<file path="src/secr_cfg.svh">
// register offsets, field positions and reset values for the switch config bank
`ifndef SECR_CFG_SVH
`define SECR_CFG_SVH
`define SECR_OFF_NSLAT      12'h234
`define SECR_OFF_SSHDR      12'h240
`define SECR_OFF_SSCAP      12'h244
`define SECR_OFF_SSCTL1     12'h248
`define SECR_OFF_SSCTL2     12'h24C
`define SECR_OFF_LSDBG      12'h33C
`define SECR_OFF_HPDBG      12'h340
`define SECR_OFF_MBCTL      12'h344
`define SECR_SSHDR_VAL      32'h0001001E
`define SECR_CAP_L11_POS    1
`define SECR_CAP_AL11_POS   3
`define SECR_CAP_SS_POS     4
`define SECR_CAP_RST        5'h12
`define SECR_LLDBG_RST      16'h0004
`define SECR_MB_EN_POS      0
`define SECR_MB_PECDIS_POS  9
`define SECR_MB_PECF_POS    29
`define SECR_MB_UNSUP_POS   30
`define SECR_ADDR_HI_RST    4'hD
`endif

</file>
<file path="src/secr_pkg.sv">
// types shared by the switch config bank
package secr_pkg;
    typedef enum logic [1:0] {
        SECR_ST_RESET = 2'b00,
        SECR_ST_STRAP = 2'b01,
        SECR_ST_RUN   = 2'b11
    } secr_state_t;
endpackage

</file>
<file path="src/secr_regs.sv">
// configuration register bank: latency, L1 substates, debug words, management control
`timescale 1ns/1ps
`include "secr_cfg.svh"
module secr_regs (
    // clock and reset
    input  wire logic        mclk,
    input  wire logic        rst_n,
    // configuration space access
    input  wire logic        cfg_wr,
    input  wire logic        cfg_rd,
    input  wire logic [11:0] cfg_addr,
    input  wire logic [3:0]  cfg_be,
    input  wire logic [31:0] cfg_wdata,
    output logic      [31:0] cfg_rdata,
    output logic             cfg_ack,
    // default load from management bus or eeprom
    input  wire logic        ld_cap,
    input  wire logic [2:0]  ld_cap_val,
    input  wire logic        ld_lsdbg,
    input  wire logic [7:0]  ld_lsdbg_val,
    input  wire logic        ld_hpdbg,
    input  wire logic [31:0] ld_hpdbg_val,
    // management bus events and straps
    input  wire logic        pec_fail_ev,
    input  wire logic        unsup_cmd_ev,
    input  wire logic [2:0]  addr_strap,
    // control outputs
    output logic [9:0]       ns_lat_value,
    output logic [2:0]       ns_lat_scale,
    output logic             pm_l11_en,
    output logic             aspm_l11_en,
    output logic             smbus_mode,
    output logic [6:0]       slave_addr,
    output logic             pec_check_dis
);

    // strap synchroniser and capture state
    logic [2:0] strap_s1_q;
    logic [2:0] strap_s2_q;
    secr_pkg::secr_state_t st_q;
    secr_pkg::secr_state_t st_d;

    // register state
    logic [9:0]  nslat_val_q;
    logic [2:0]  nslat_scl_q;
    logic [2:0]  cap_q;      // {ss, aspm l1.1, pm l1.1}
    logic        l11_en_q;
    logic        al11_en_q;
    logic [7:0]  lsdbg_q;
    logic [15:0] hpdbg_q;
    logic [15:0] lldbg_q;
    logic        mb_en_q;
    logic [6:0]  mb_addr_q;
    logic        pec_dis_q;
    logic        pec_fail_q;
    logic        unsup_q;
    logic        ack_q;
    logic [31:0] rdata_q;

    // capability reset image, only bits 4, 3 and 1 are live
    localparam logic [4:0] cap_rst_img = `SECR_CAP_RST;

    // byte lane merge helper
    function automatic logic [31:0] merge(input logic [31:0] old, input logic [31:0] nw,
                                          input logic [3:0] be);
        logic [31:0] r;
        r = old;
        for (int i = 0; i < 4; i++) begin
            if (be[i]) begin
                r[i*8 +: 8] = nw[i*8 +: 8];
            end
        end
        return r;
    endfunction

    // address decode
    wire sel_nslat = cfg_addr == `SECR_OFF_NSLAT;
    wire sel_sshdr = cfg_addr == `SECR_OFF_SSHDR;
    wire sel_sscap = cfg_addr == `SECR_OFF_SSCAP;
    wire sel_ctl1  = cfg_addr == `SECR_OFF_SSCTL1;
    wire sel_ctl2  = cfg_addr == `SECR_OFF_SSCTL2;
    wire sel_lsdbg = cfg_addr == `SECR_OFF_LSDBG;
    wire sel_hpdbg = cfg_addr == `SECR_OFF_HPDBG;
    wire sel_mbctl = cfg_addr == `SECR_OFF_MBCTL;

    // current register images
    wire [31:0] img_nslat = {3'h0, nslat_scl_q, nslat_val_q, 16'h0000};
    wire [31:0] img_sscap = {27'h0, cap_q[2], cap_q[1], 1'b0, cap_q[0], 1'b0};
    wire [31:0] img_ctl1  = {28'h0, al11_en_q, 1'b0, l11_en_q, 1'b0};
    wire [31:0] img_mbctl = {1'b0, unsup_q, pec_fail_q, 19'h0, pec_dis_q, 1'b0,
                             mb_addr_q, mb_en_q};
    wire [31:0] wr_nslat  = merge(img_nslat, cfg_wdata, cfg_be);
    wire [31:0] wr_ctl1   = merge(img_ctl1, cfg_wdata, cfg_be);
    wire [31:0] wr_mbctl  = merge(img_mbctl, cfg_wdata, cfg_be);
    // write-one-clear mask only over enabled lanes
    wire [31:0] w1c_mask  = cfg_wdata & {{8{cfg_be[3]}}, {8{cfg_be[2]}},
                                         {8{cfg_be[1]}}, {8{cfg_be[0]}}};
    wire do_nslat = cfg_wr && sel_nslat;
    wire do_ctl1  = cfg_wr && sel_ctl1;
    wire do_mbctl = cfg_wr && sel_mbctl;
    wire clr_pecf = do_mbctl && w1c_mask[`SECR_MB_PECF_POS];
    wire clr_unsup = do_mbctl && w1c_mask[`SECR_MB_UNSUP_POS];

    // read mux; unmapped and reserved read zero
    wire [31:0] rd_mux = sel_nslat ? img_nslat :
                         sel_sshdr ? `SECR_SSHDR_VAL :
                         sel_sscap ? img_sscap :
                         sel_ctl1  ? img_ctl1 :
                         sel_ctl2  ? 32'h00000000 :
                         sel_lsdbg ? {24'h000000, lsdbg_q} :
                         sel_hpdbg ? {lldbg_q, hpdbg_q} :
                         sel_mbctl ? img_mbctl : 32'h00000000;

    // strap capture sequencing
    always_comb begin
        case (st_q)
            secr_pkg::SECR_ST_RESET: st_d = secr_pkg::SECR_ST_STRAP;
            secr_pkg::SECR_ST_STRAP: st_d = secr_pkg::SECR_ST_RUN;
            secr_pkg::SECR_ST_RUN:   st_d = secr_pkg::SECR_ST_RUN;
            default:                 st_d = secr_pkg::SECR_ST_RESET;
        endcase
    end

    // two-flop strap synchroniser, free running so straps settle during reset
    always_ff @(posedge mclk) begin
        strap_s1_q <= addr_strap;
        strap_s2_q <= strap_s1_q;
    end

    // strap capture state register
    always_ff @(posedge mclk or negedge rst_n) begin
        if (!rst_n) begin
            st_q <= secr_pkg::SECR_ST_RESET;
        end else begin
            st_q <= st_d;
        end
    end

    // latency and substates control
    always_ff @(posedge mclk or negedge rst_n) begin
        if (!rst_n) begin
            nslat_val_q <= 10'h000;
            nslat_scl_q <= 3'h0;
            l11_en_q    <= 1'b0;
            al11_en_q   <= 1'b0;
        end else begin
            if (do_nslat) begin
                nslat_val_q <= wr_nslat[25:16];
                nslat_scl_q <= wr_nslat[28:26];
            end
            if (do_ctl1) begin
                l11_en_q  <= wr_ctl1[`SECR_CAP_L11_POS];
                al11_en_q <= wr_ctl1[`SECR_CAP_AL11_POS];
            end
        end
    end

    // capability and debug words: management loads only
    always_ff @(posedge mclk or negedge rst_n) begin
        if (!rst_n) begin
            cap_q   <= {cap_rst_img[`SECR_CAP_SS_POS], cap_rst_img[`SECR_CAP_AL11_POS],
                        cap_rst_img[`SECR_CAP_L11_POS]};
            lsdbg_q <= 8'h00;
            hpdbg_q <= 16'h0000;
            lldbg_q <= `SECR_LLDBG_RST;
        end else begin
            if (ld_cap) begin
                cap_q <= ld_cap_val;
            end
            if (ld_lsdbg) begin
                lsdbg_q <= ld_lsdbg_val;
            end
            if (ld_hpdbg) begin
                hpdbg_q <= ld_hpdbg_val[15:0];
                lldbg_q <= ld_hpdbg_val[31:16];
            end
        end
    end

    // management bus control register
    always_ff @(posedge mclk or negedge rst_n) begin
        if (!rst_n) begin
            mb_en_q    <= 1'b1;
            mb_addr_q  <= {`SECR_ADDR_HI_RST, 3'h0};
            pec_dis_q  <= 1'b1;
            pec_fail_q <= 1'b0;
            unsup_q    <= 1'b0;
        end else begin
            if (st_q == secr_pkg::SECR_ST_STRAP) begin
                mb_addr_q[2:0] <= strap_s2_q;
            end else if (do_mbctl) begin
                mb_addr_q <= wr_mbctl[7:1];
            end
            if (do_mbctl) begin
                mb_en_q   <= wr_mbctl[`SECR_MB_EN_POS];
                pec_dis_q <= wr_mbctl[`SECR_MB_PECDIS_POS];
            end
            // event set wins over a simultaneous clear
            pec_fail_q <= pec_fail_ev || (pec_fail_q && !clr_pecf);
            unsup_q    <= unsup_cmd_ev || (unsup_q && !clr_unsup);
        end
    end

    // read data and acknowledge
    always_ff @(posedge mclk or negedge rst_n) begin
        if (!rst_n) begin
            ack_q   <= 1'b0;
            rdata_q <= 32'h00000000;
        end else begin
            ack_q   <= cfg_wr || cfg_rd;
            rdata_q <= cfg_rd ? rd_mux : 32'h00000000;
        end
    end

    // outputs
    assign cfg_rdata     = rdata_q;
    assign cfg_ack       = ack_q;
    assign ns_lat_value  = nslat_val_q;
    assign ns_lat_scale  = nslat_scl_q;
    assign pm_l11_en     = l11_en_q;
    assign aspm_l11_en   = al11_en_q;
    assign smbus_mode    = mb_en_q;
    assign slave_addr    = mb_addr_q;
    assign pec_check_dis = pec_dis_q;

    // assertions
    property p_nslat_wr;
        @(posedge mclk) disable iff (!rst_n)
        (do_nslat && cfg_be[2]) |=> ns_lat_value[7:0] == $past(cfg_wdata[23:16]);
    endproperty
    a_nslat_wr: assert property (p_nslat_wr) else $error("latency value not written");

    property p_scale_hold;
        @(posedge mclk) disable iff (!rst_n)
        !do_nslat |=> $stable(ns_lat_scale);
    endproperty
    a_scale_hold: assert property (p_scale_hold) else $error("latency scale changed");

    property p_hdr;
        @(posedge mclk) disable iff (!rst_n)
        (cfg_rd && sel_sshdr) |=> cfg_ack && cfg_rdata == 32'h0001001E;
    endproperty
    a_hdr: assert property (p_hdr) else $error("header read wrong");

    property p_cap_ro;
        @(posedge mclk) disable iff (!rst_n)
        (!ld_cap) |=> $stable(cap_q);
    endproperty
    a_cap_ro: assert property (p_cap_ro) else $error("capability changed");

    property p_ctl1;
        @(posedge mclk) disable iff (!rst_n)
        (do_ctl1 && cfg_be[0]) |=> pm_l11_en == $past(cfg_wdata[1])
                                   && aspm_l11_en == $past(cfg_wdata[3]);
    endproperty
    a_ctl1: assert property (p_ctl1) else $error("control-1 enables wrong");

    property p_ctl2;
        @(posedge mclk) disable iff (!rst_n)
        (cfg_rd && sel_ctl2) |=> cfg_rdata == 32'h00000000;
    endproperty
    a_ctl2: assert property (p_ctl2) else $error("control-2 not zero");

    property p_strap;
        @(posedge mclk) disable iff (!rst_n)
        (st_q == secr_pkg::SECR_ST_STRAP) |=> slave_addr[2:0] == $past(strap_s2_q);
    endproperty
    a_strap: assert property (p_strap) else $error("strap address not captured");

    property p_pec_set;
        @(posedge mclk) disable iff (!rst_n)
        pec_fail_ev |=> pec_fail_q;
    endproperty
    a_pec_set: assert property (p_pec_set) else $error("pec fail flag lost");

    property p_unsup_clr;
        @(posedge mclk) disable iff (!rst_n)
        (do_mbctl && cfg_be[3] && cfg_wdata[30] && !unsup_cmd_ev) |=> !unsup_q;
    endproperty
    a_unsup_clr: assert property (p_unsup_clr) else $error("flag not cleared");

    property p_w0_keep;
        @(posedge mclk) disable iff (!rst_n)
        (do_mbctl && !cfg_wdata[29] && pec_fail_q) |=> pec_fail_q;
    endproperty
    a_w0_keep: assert property (p_w0_keep) else $error("write zero cleared flag");

    property p_scale_wr;
        @(posedge mclk) disable iff (!rst_n)
        (do_nslat && cfg_be[3]) |=> ns_lat_scale == $past(cfg_wdata[28:26]);
    endproperty
    a_scale_wr: assert property (p_scale_wr) else $error("latency scale not written");

    property p_cap_ld;
        @(posedge mclk) disable iff (!rst_n)
        ld_cap |=> cap_q == $past(ld_cap_val);
    endproperty
    a_cap_ld: assert property (p_cap_ld) else $error("capability load lost");

    property p_lsdbg_ro;
        @(posedge mclk) disable iff (!rst_n)
        (!ld_lsdbg) |=> $stable(lsdbg_q);
    endproperty
    a_lsdbg_ro: assert property (p_lsdbg_ro) else $error("link state word changed");

    property p_hpdbg_ro;
        @(posedge mclk) disable iff (!rst_n)
        (!ld_hpdbg) |=> $stable(hpdbg_q);
    endproperty
    a_hpdbg_ro: assert property (p_hpdbg_ro) else $error("hot insertion word changed");

    property p_lldbg_ro;
        @(posedge mclk) disable iff (!rst_n)
        (!ld_hpdbg) |=> $stable(lldbg_q);
    endproperty
    a_lldbg_ro: assert property (p_lldbg_ro) else $error("link layer word changed");

    property p_mode_wr;
        @(posedge mclk) disable iff (!rst_n)
        (do_mbctl && cfg_be[0]) |=> smbus_mode == $past(cfg_wdata[0]);
    endproperty
    a_mode_wr: assert property (p_mode_wr) else $error("protocol select wrong");

    property p_addr_wr;
        @(posedge mclk) disable iff (!rst_n)
        (do_mbctl && cfg_be[0] && st_q == secr_pkg::SECR_ST_RUN)
            |=> slave_addr == $past(cfg_wdata[7:1]);
    endproperty
    a_addr_wr: assert property (p_addr_wr) else $error("slave address wrong");

    property p_pecdis_wr;
        @(posedge mclk) disable iff (!rst_n)
        (do_mbctl && cfg_be[1]) |=> pec_check_dis == $past(cfg_wdata[9]);
    endproperty
    a_pecdis_wr: assert property (p_pecdis_wr) else $error("pec disable wrong");

    property p_pec_clr;
        @(posedge mclk) disable iff (!rst_n)
        (do_mbctl && cfg_be[3] && cfg_wdata[29] && !pec_fail_ev) |=> !pec_fail_q;
    endproperty
    a_pec_clr: assert property (p_pec_clr) else $error("pec flag not cleared");

    property p_unsup_set;
        @(posedge mclk) disable iff (!rst_n)
        unsup_cmd_ev |=> unsup_q;
    endproperty
    a_unsup_set: assert property (p_unsup_set) else $error("unsupported flag lost");

    c_flag_set:  cover property (@(posedge mclk) disable iff (!rst_n) unsup_cmd_ev ##1 unsup_q);
    c_flag_clr:  cover property (@(posedge mclk) disable iff (!rst_n) unsup_q ##1 !unsup_q);
    c_mode_i2c:  cover property (@(posedge mclk) disable iff (!rst_n) !smbus_mode);
    c_cap_load:  cover property (@(posedge mclk) disable iff (!rst_n) ld_cap ##1 !cap_q[0]);

endmodule

</file>
<file path="config.mk">
export PLATFORM = sky130hd
export DESIGN_NAME = secr_regs
export DESIGN_NICKNAME = d
export VERILOG_FILES = /design/src/secr_pkg.sv /design/src/secr_regs.sv
export VERILOG_INCLUDE_DIRS = /design/src /design/src/src
export SDC_FILE = /design/constraint.sdc
export NUM_CORES = 1
export LEC_CHECK = 0
export BUFFER_PORTS_ARGS = -buffer_cell sky130_fd_sc_hd__buf_2
export CAP_MARGIN = 20
export CORE_MARGIN = 3
export CORE_UTILIZATION = 46
export CTS_BUF_LIST = sky130_fd_sc_hd__clkbuf_4 sky130_fd_sc_hd__clkbuf_8
export CTS_CLUSTER_SIZE = 8
export DETAILED_ROUTE_END_ITERATION = 6
export PLACE_DENSITY = 0.75
export SLEW_MARGIN = 20
export SYNTH_ARGS = -nofsm -noshare
export SYNTH_HDL_FRONTEND = slang
export SYNTH_SLANG_ARGS = --single-unit
export TNS_END_PERCENT = 20
</file>
<file path="constraint.sdc">
create_clock -name mclk -period 1.31 [get_ports mclk]
set_input_delay 0.131 -clock mclk [delete_from_list [all_inputs] [get_ports mclk]]
set_output_delay 0.131 -clock mclk [all_outputs]
set_load 0.02 [all_outputs]
</file>
==> impl_metrics.env <==
export IMPL_area_delta_synth_final_pct=43.2
export IMPL_drv_cap=0
export IMPL_leakagePower_nw=3.15
export IMPL_grt_pass1_wl_um=19000
export IMPL_antenna_found_initial=0
export IMPL_p_int_mw=4.95
export IMPL_std_cell_rows=35
export IMPL_r2r_end="slave_addr[4]"
export IMPL_netSwitchingFraction_pct=23.5
export IMPL_clock_sinks=110
export IMPL_ys_seq_area_share_pct=61.2
export IMPL_relSlewSlack_pct=73.1
export IMPL_ctsRootBufferMaster="clkbuf_8"
export IMPL_final_cells=678
export IMPL_wl_met2_um=5940
export IMPL_pwr_share_clk_pct=32.8
export IMPL_synth_seq_cells=110
export IMPL_hold_class="in -> reg"
export IMPL_ir_worst_vdd_mv=0.577
export IMPL_gp_congestion=0.842
export IMPL_setup_violations=0
export IMPL_wl_per_cell_um=17.2
export IMPL_dr_pass1_iters=4
export IMPL_cellPowerDensity_nw_per_um2=1010
export IMPL_rsz0062_at_grt="yes"
export IMPL_async_flop_share_pct=94.5
export IMPL_drc=0
export IMPL_worstPathArrival_ns=1.53
export IMPL_io_buffers=151
export IMPL_synth_area_sq_um=4470
export IMPL_p_comb_share_pct=11.2
export IMPL_top_signal_layer_used="met4"
export IMPL_finalCritPeriodShare_pct=97.1
export IMPL_viasPerCell=5.16
export IMPL_io_pins=160
export IMPL_ctsLongestPathBuffers=2
export IMPL_coreArea_sq_um=9330
export IMPL_skew_ns=0.0120
export IMPL_start_util_pct=47.9
export IMPL_synth_edf_count=0
export IMPL_rr_startpoint="st_q[0]"
export IMPL_seq_power_share_pct=56.0
export IMPL_cts_tree="built"
export IMPL_min_from="ld_hpdbg_val[31]"
export IMPL_slew_viol_final=0
export IMPL_dpl_cell_count=608
export IMPL_hold_violations=0
export IMPL_cp_required_ns=1.56
export IMPL_worst_r2r_cell_count=3
export IMPL_status="complete, no violations"
export IMPL_hold_path_endpoint="lldbg_q[15]"
export IMPL_wl_met3_um=722
export IMPL_startpoint_type="primary input"
export IMPL_slowest_delay_ns=0.41
export IMPL_clk_latency_ns=0.36
export IMPL_synth_cell_type_count=51
export IMPL_cp_max_fo=6
export IMPL_diodes=0
export IMPL_m1WireLength_um=4720
export IMPL_drtAntennaViolNets=0
export IMPL_synth_warnings=0
export IMPL_track_usage_pct=21.9
export IMPL_drive_above_1_share_pct=52.6
export IMPL_power_switching_mw=1.52
export IMPL_wirelength_um=11600
export IMPL_rrSetupSlack_ns=0.09
export IMPL_worstMarginPinSlew_ns=0.404
export IMPL_crit_slowest_cell="nor4b_4"
export IMPL_htreeDepth=3
export IMPL_synth_top_area_share_pct=53.8
export IMPL_grt_pass1_vias=3735
export IMPL_syn_num_nets=418
export IMPL_power_mw=6.47
export IMPL_cp_cell_sequence="buf_2 -> nor4b_4 -> buf_4 -> nand4_4 -> nor2b_4 -> mux2_2"
export IMPL_drt_initial_drc_count=221
export IMPL_clk_pin_slew_worst_paths_ns=0.10
export IMPL_grt_max_degree=77
export IMPL_finalCriticalPeriod_ns=1.27
export IMPL_postSynthCellCount=315
export IMPL_crit_path_end_kind="flop"
export IMPL_synth_area_top_cells="dfrtp_1 (54%), mux2_2 (17%), dfstp_2 (4.7%), dfxtp_1 (2.7%), a22o_1 (2.4%)"
export IMPL_crit_type="in -> reg"
export IMPL_holdPathStages=2
export IMPL_ys_flop_type="dfrtp_1"
export IMPL_design_die_area_sq_um=10900
export IMPL_hpwl_um=8090
export IMPL_die_h_um=105
export IMPL_fp_dieW_um=105
export IMPL_overflow=0
export IMPL_fin_nets=647
export IMPL_via_count=3496
export IMPL_syn_area_per_cell_sq_um=14.2
export IMPL_timing_fmax_mhz=786
export IMPL_yosys_area_top_type="dfrtp_1"
export IMPL_cts_made_buffers=9
[power groups by stage]
stage	clock network (mW)	logic (mW)	registers (mW)
5_1_grt	2.31	0.793	3.64
2_1_floorplan	0	0.252	3.67
6_report	2.12	0.727	3.62
3_3_place_gp	0	0.581	3.68
3_5_place_dp	0	0.599	3.69
4_1_cts	2.19	0.725	3.62
[cell type report]
class,instances,area (sq um)
clock inverter,5,67.6
clock buffer,11,145
tap,129,161
fill,667,2930
sequential,110,2730
multi-input combinational,186,1690
timing repair buffer,233,1580
inverter,4,15.0
[metrics by stage]
step           setup WS [ns]  hold WS [ns]  setup TNS (ns)  area, sq um  utilization (%)
2_1_floorplan         -0.229        -0.165           -4.05         4500                -
4_1_cts               0.0304      0.000970               0         6380             68.4
6_report              0.0375        0.0223               0         6400             68.6
5_1_grt              -0.0320       0.00618         -0.0320         6400             68.6
3_5_place_dp          -0.358         0.182          -13.58         5630             60.3
3_3_place_gp          -0.301         0.175          -12.16         5630             60.3
[how the worst max path moves through the flow]
stage / startpoint / endpoint / slack [ns] / cells after the start
global placement: cfg_addr[1] / ns_lat_value[6] / -0.30 / 5
finish: cfg_addr[1] / slave_addr[4] / 0.04 / 6
floorplan: cfg_addr[3] / ns_lat_value[0] / -0.23 / 5
global route: cfg_addr[1] / slave_addr[4] / -0.03 / 6
detailed placement: cfg_addr[1] / ns_lat_value[4] / -0.36 / 5
CTS: cfg_addr[1] / ns_lat_value[4] / 0.03 / 5
[cells in the final DEF, fill, tap and decap left out, types with 4 or more instances in the layout]
cell / n
nand2b_1: 4
buf_12: 6
mux2_2: 64
a22o_1: 12
nand3_1: 4
buf_4: 23
dfxtp_1: 6
buf_2: 150
a22oi_1: 10
nor2_1: 10
mux2_4: 5
nand2_1: 11
clkbuf_8: 10
and2_1: 9
dlygate4sd3_1: 54
inv_1: 4
dfrtp_1: 96
dfstp_2: 8
mux2i_1: 5
nand4_1: 4
[critical path, delay by kind of cell]
family,cells,cell delay [ns]
buffers and inverters,2,0.34
and+or+nand+nor,3,0.70
muxes,1,0.35
[synth_stat cells (2+ instances only)]
cell      instances
a21o_1            2
a21oi_1           3
a221oi_1          2
a22o_1           12
a22oi_1          10
and2_1            9
and4_1            3
and4bb_2          2
buf_2             4
clkbuf_1          9
dfrtp_1          96
dfstp_2           8
dfxtp_1           6
inv_1             4
mux2_2           68
mux2i_1           5
nand2_1          11
nand2b_1          4
nand3_1           4
nand3_2           2
nand4_1           4
nor2_1           10
nor3_1            3
nor3_2            2
nor3b_1           2
nor4b_4           3
o21ai_0           3
[metal layers]
metal  vias to the layer above  track usage [%]
met4                         0             7.79
li1                       1603                -
met5                         -                0
met1                      1721             26.7
met3                        22             4.63
met2                       150             38.3
[cells by family (layout without fill, tap and decap cells)]
logic type | Yosys count | count (layout) | synth area share [%]
compound gates | 41 | 41 | 6.92
flops | 110 | 110 | 61.2
buf+inv | 19 | 253 | 1.82
simple gates | 71 | 71 | 11.5
mux | 74 | 74 | 18.6
[flip-flops by register name, summed over array words and instances, names as in the netlist, 2 cells and up]
| name | flops |
|---|---|
| cap_q | 3 |
| cfg_rdata | 32 |
| hpdbg_q | 16 |
| lldbg_q | 16 |
| lsdbg_q | 8 |
| ns_lat_scale | 3 |
| ns_lat_value | 10 |
| slave_addr | 7 |
| st_q | 2 |
| strap_s1_q | 3 |
| strap_s2_q | 3 |
[what timing repair did]
action	4_1_cts	5_1_grt
hold buffers	54	0
endpoints found under the setup margin	0	15
setup buffers	0	0
endpoints found under the hold margin	149	0
resized for setup	0	5
Power figures use the tool's default switching activity.
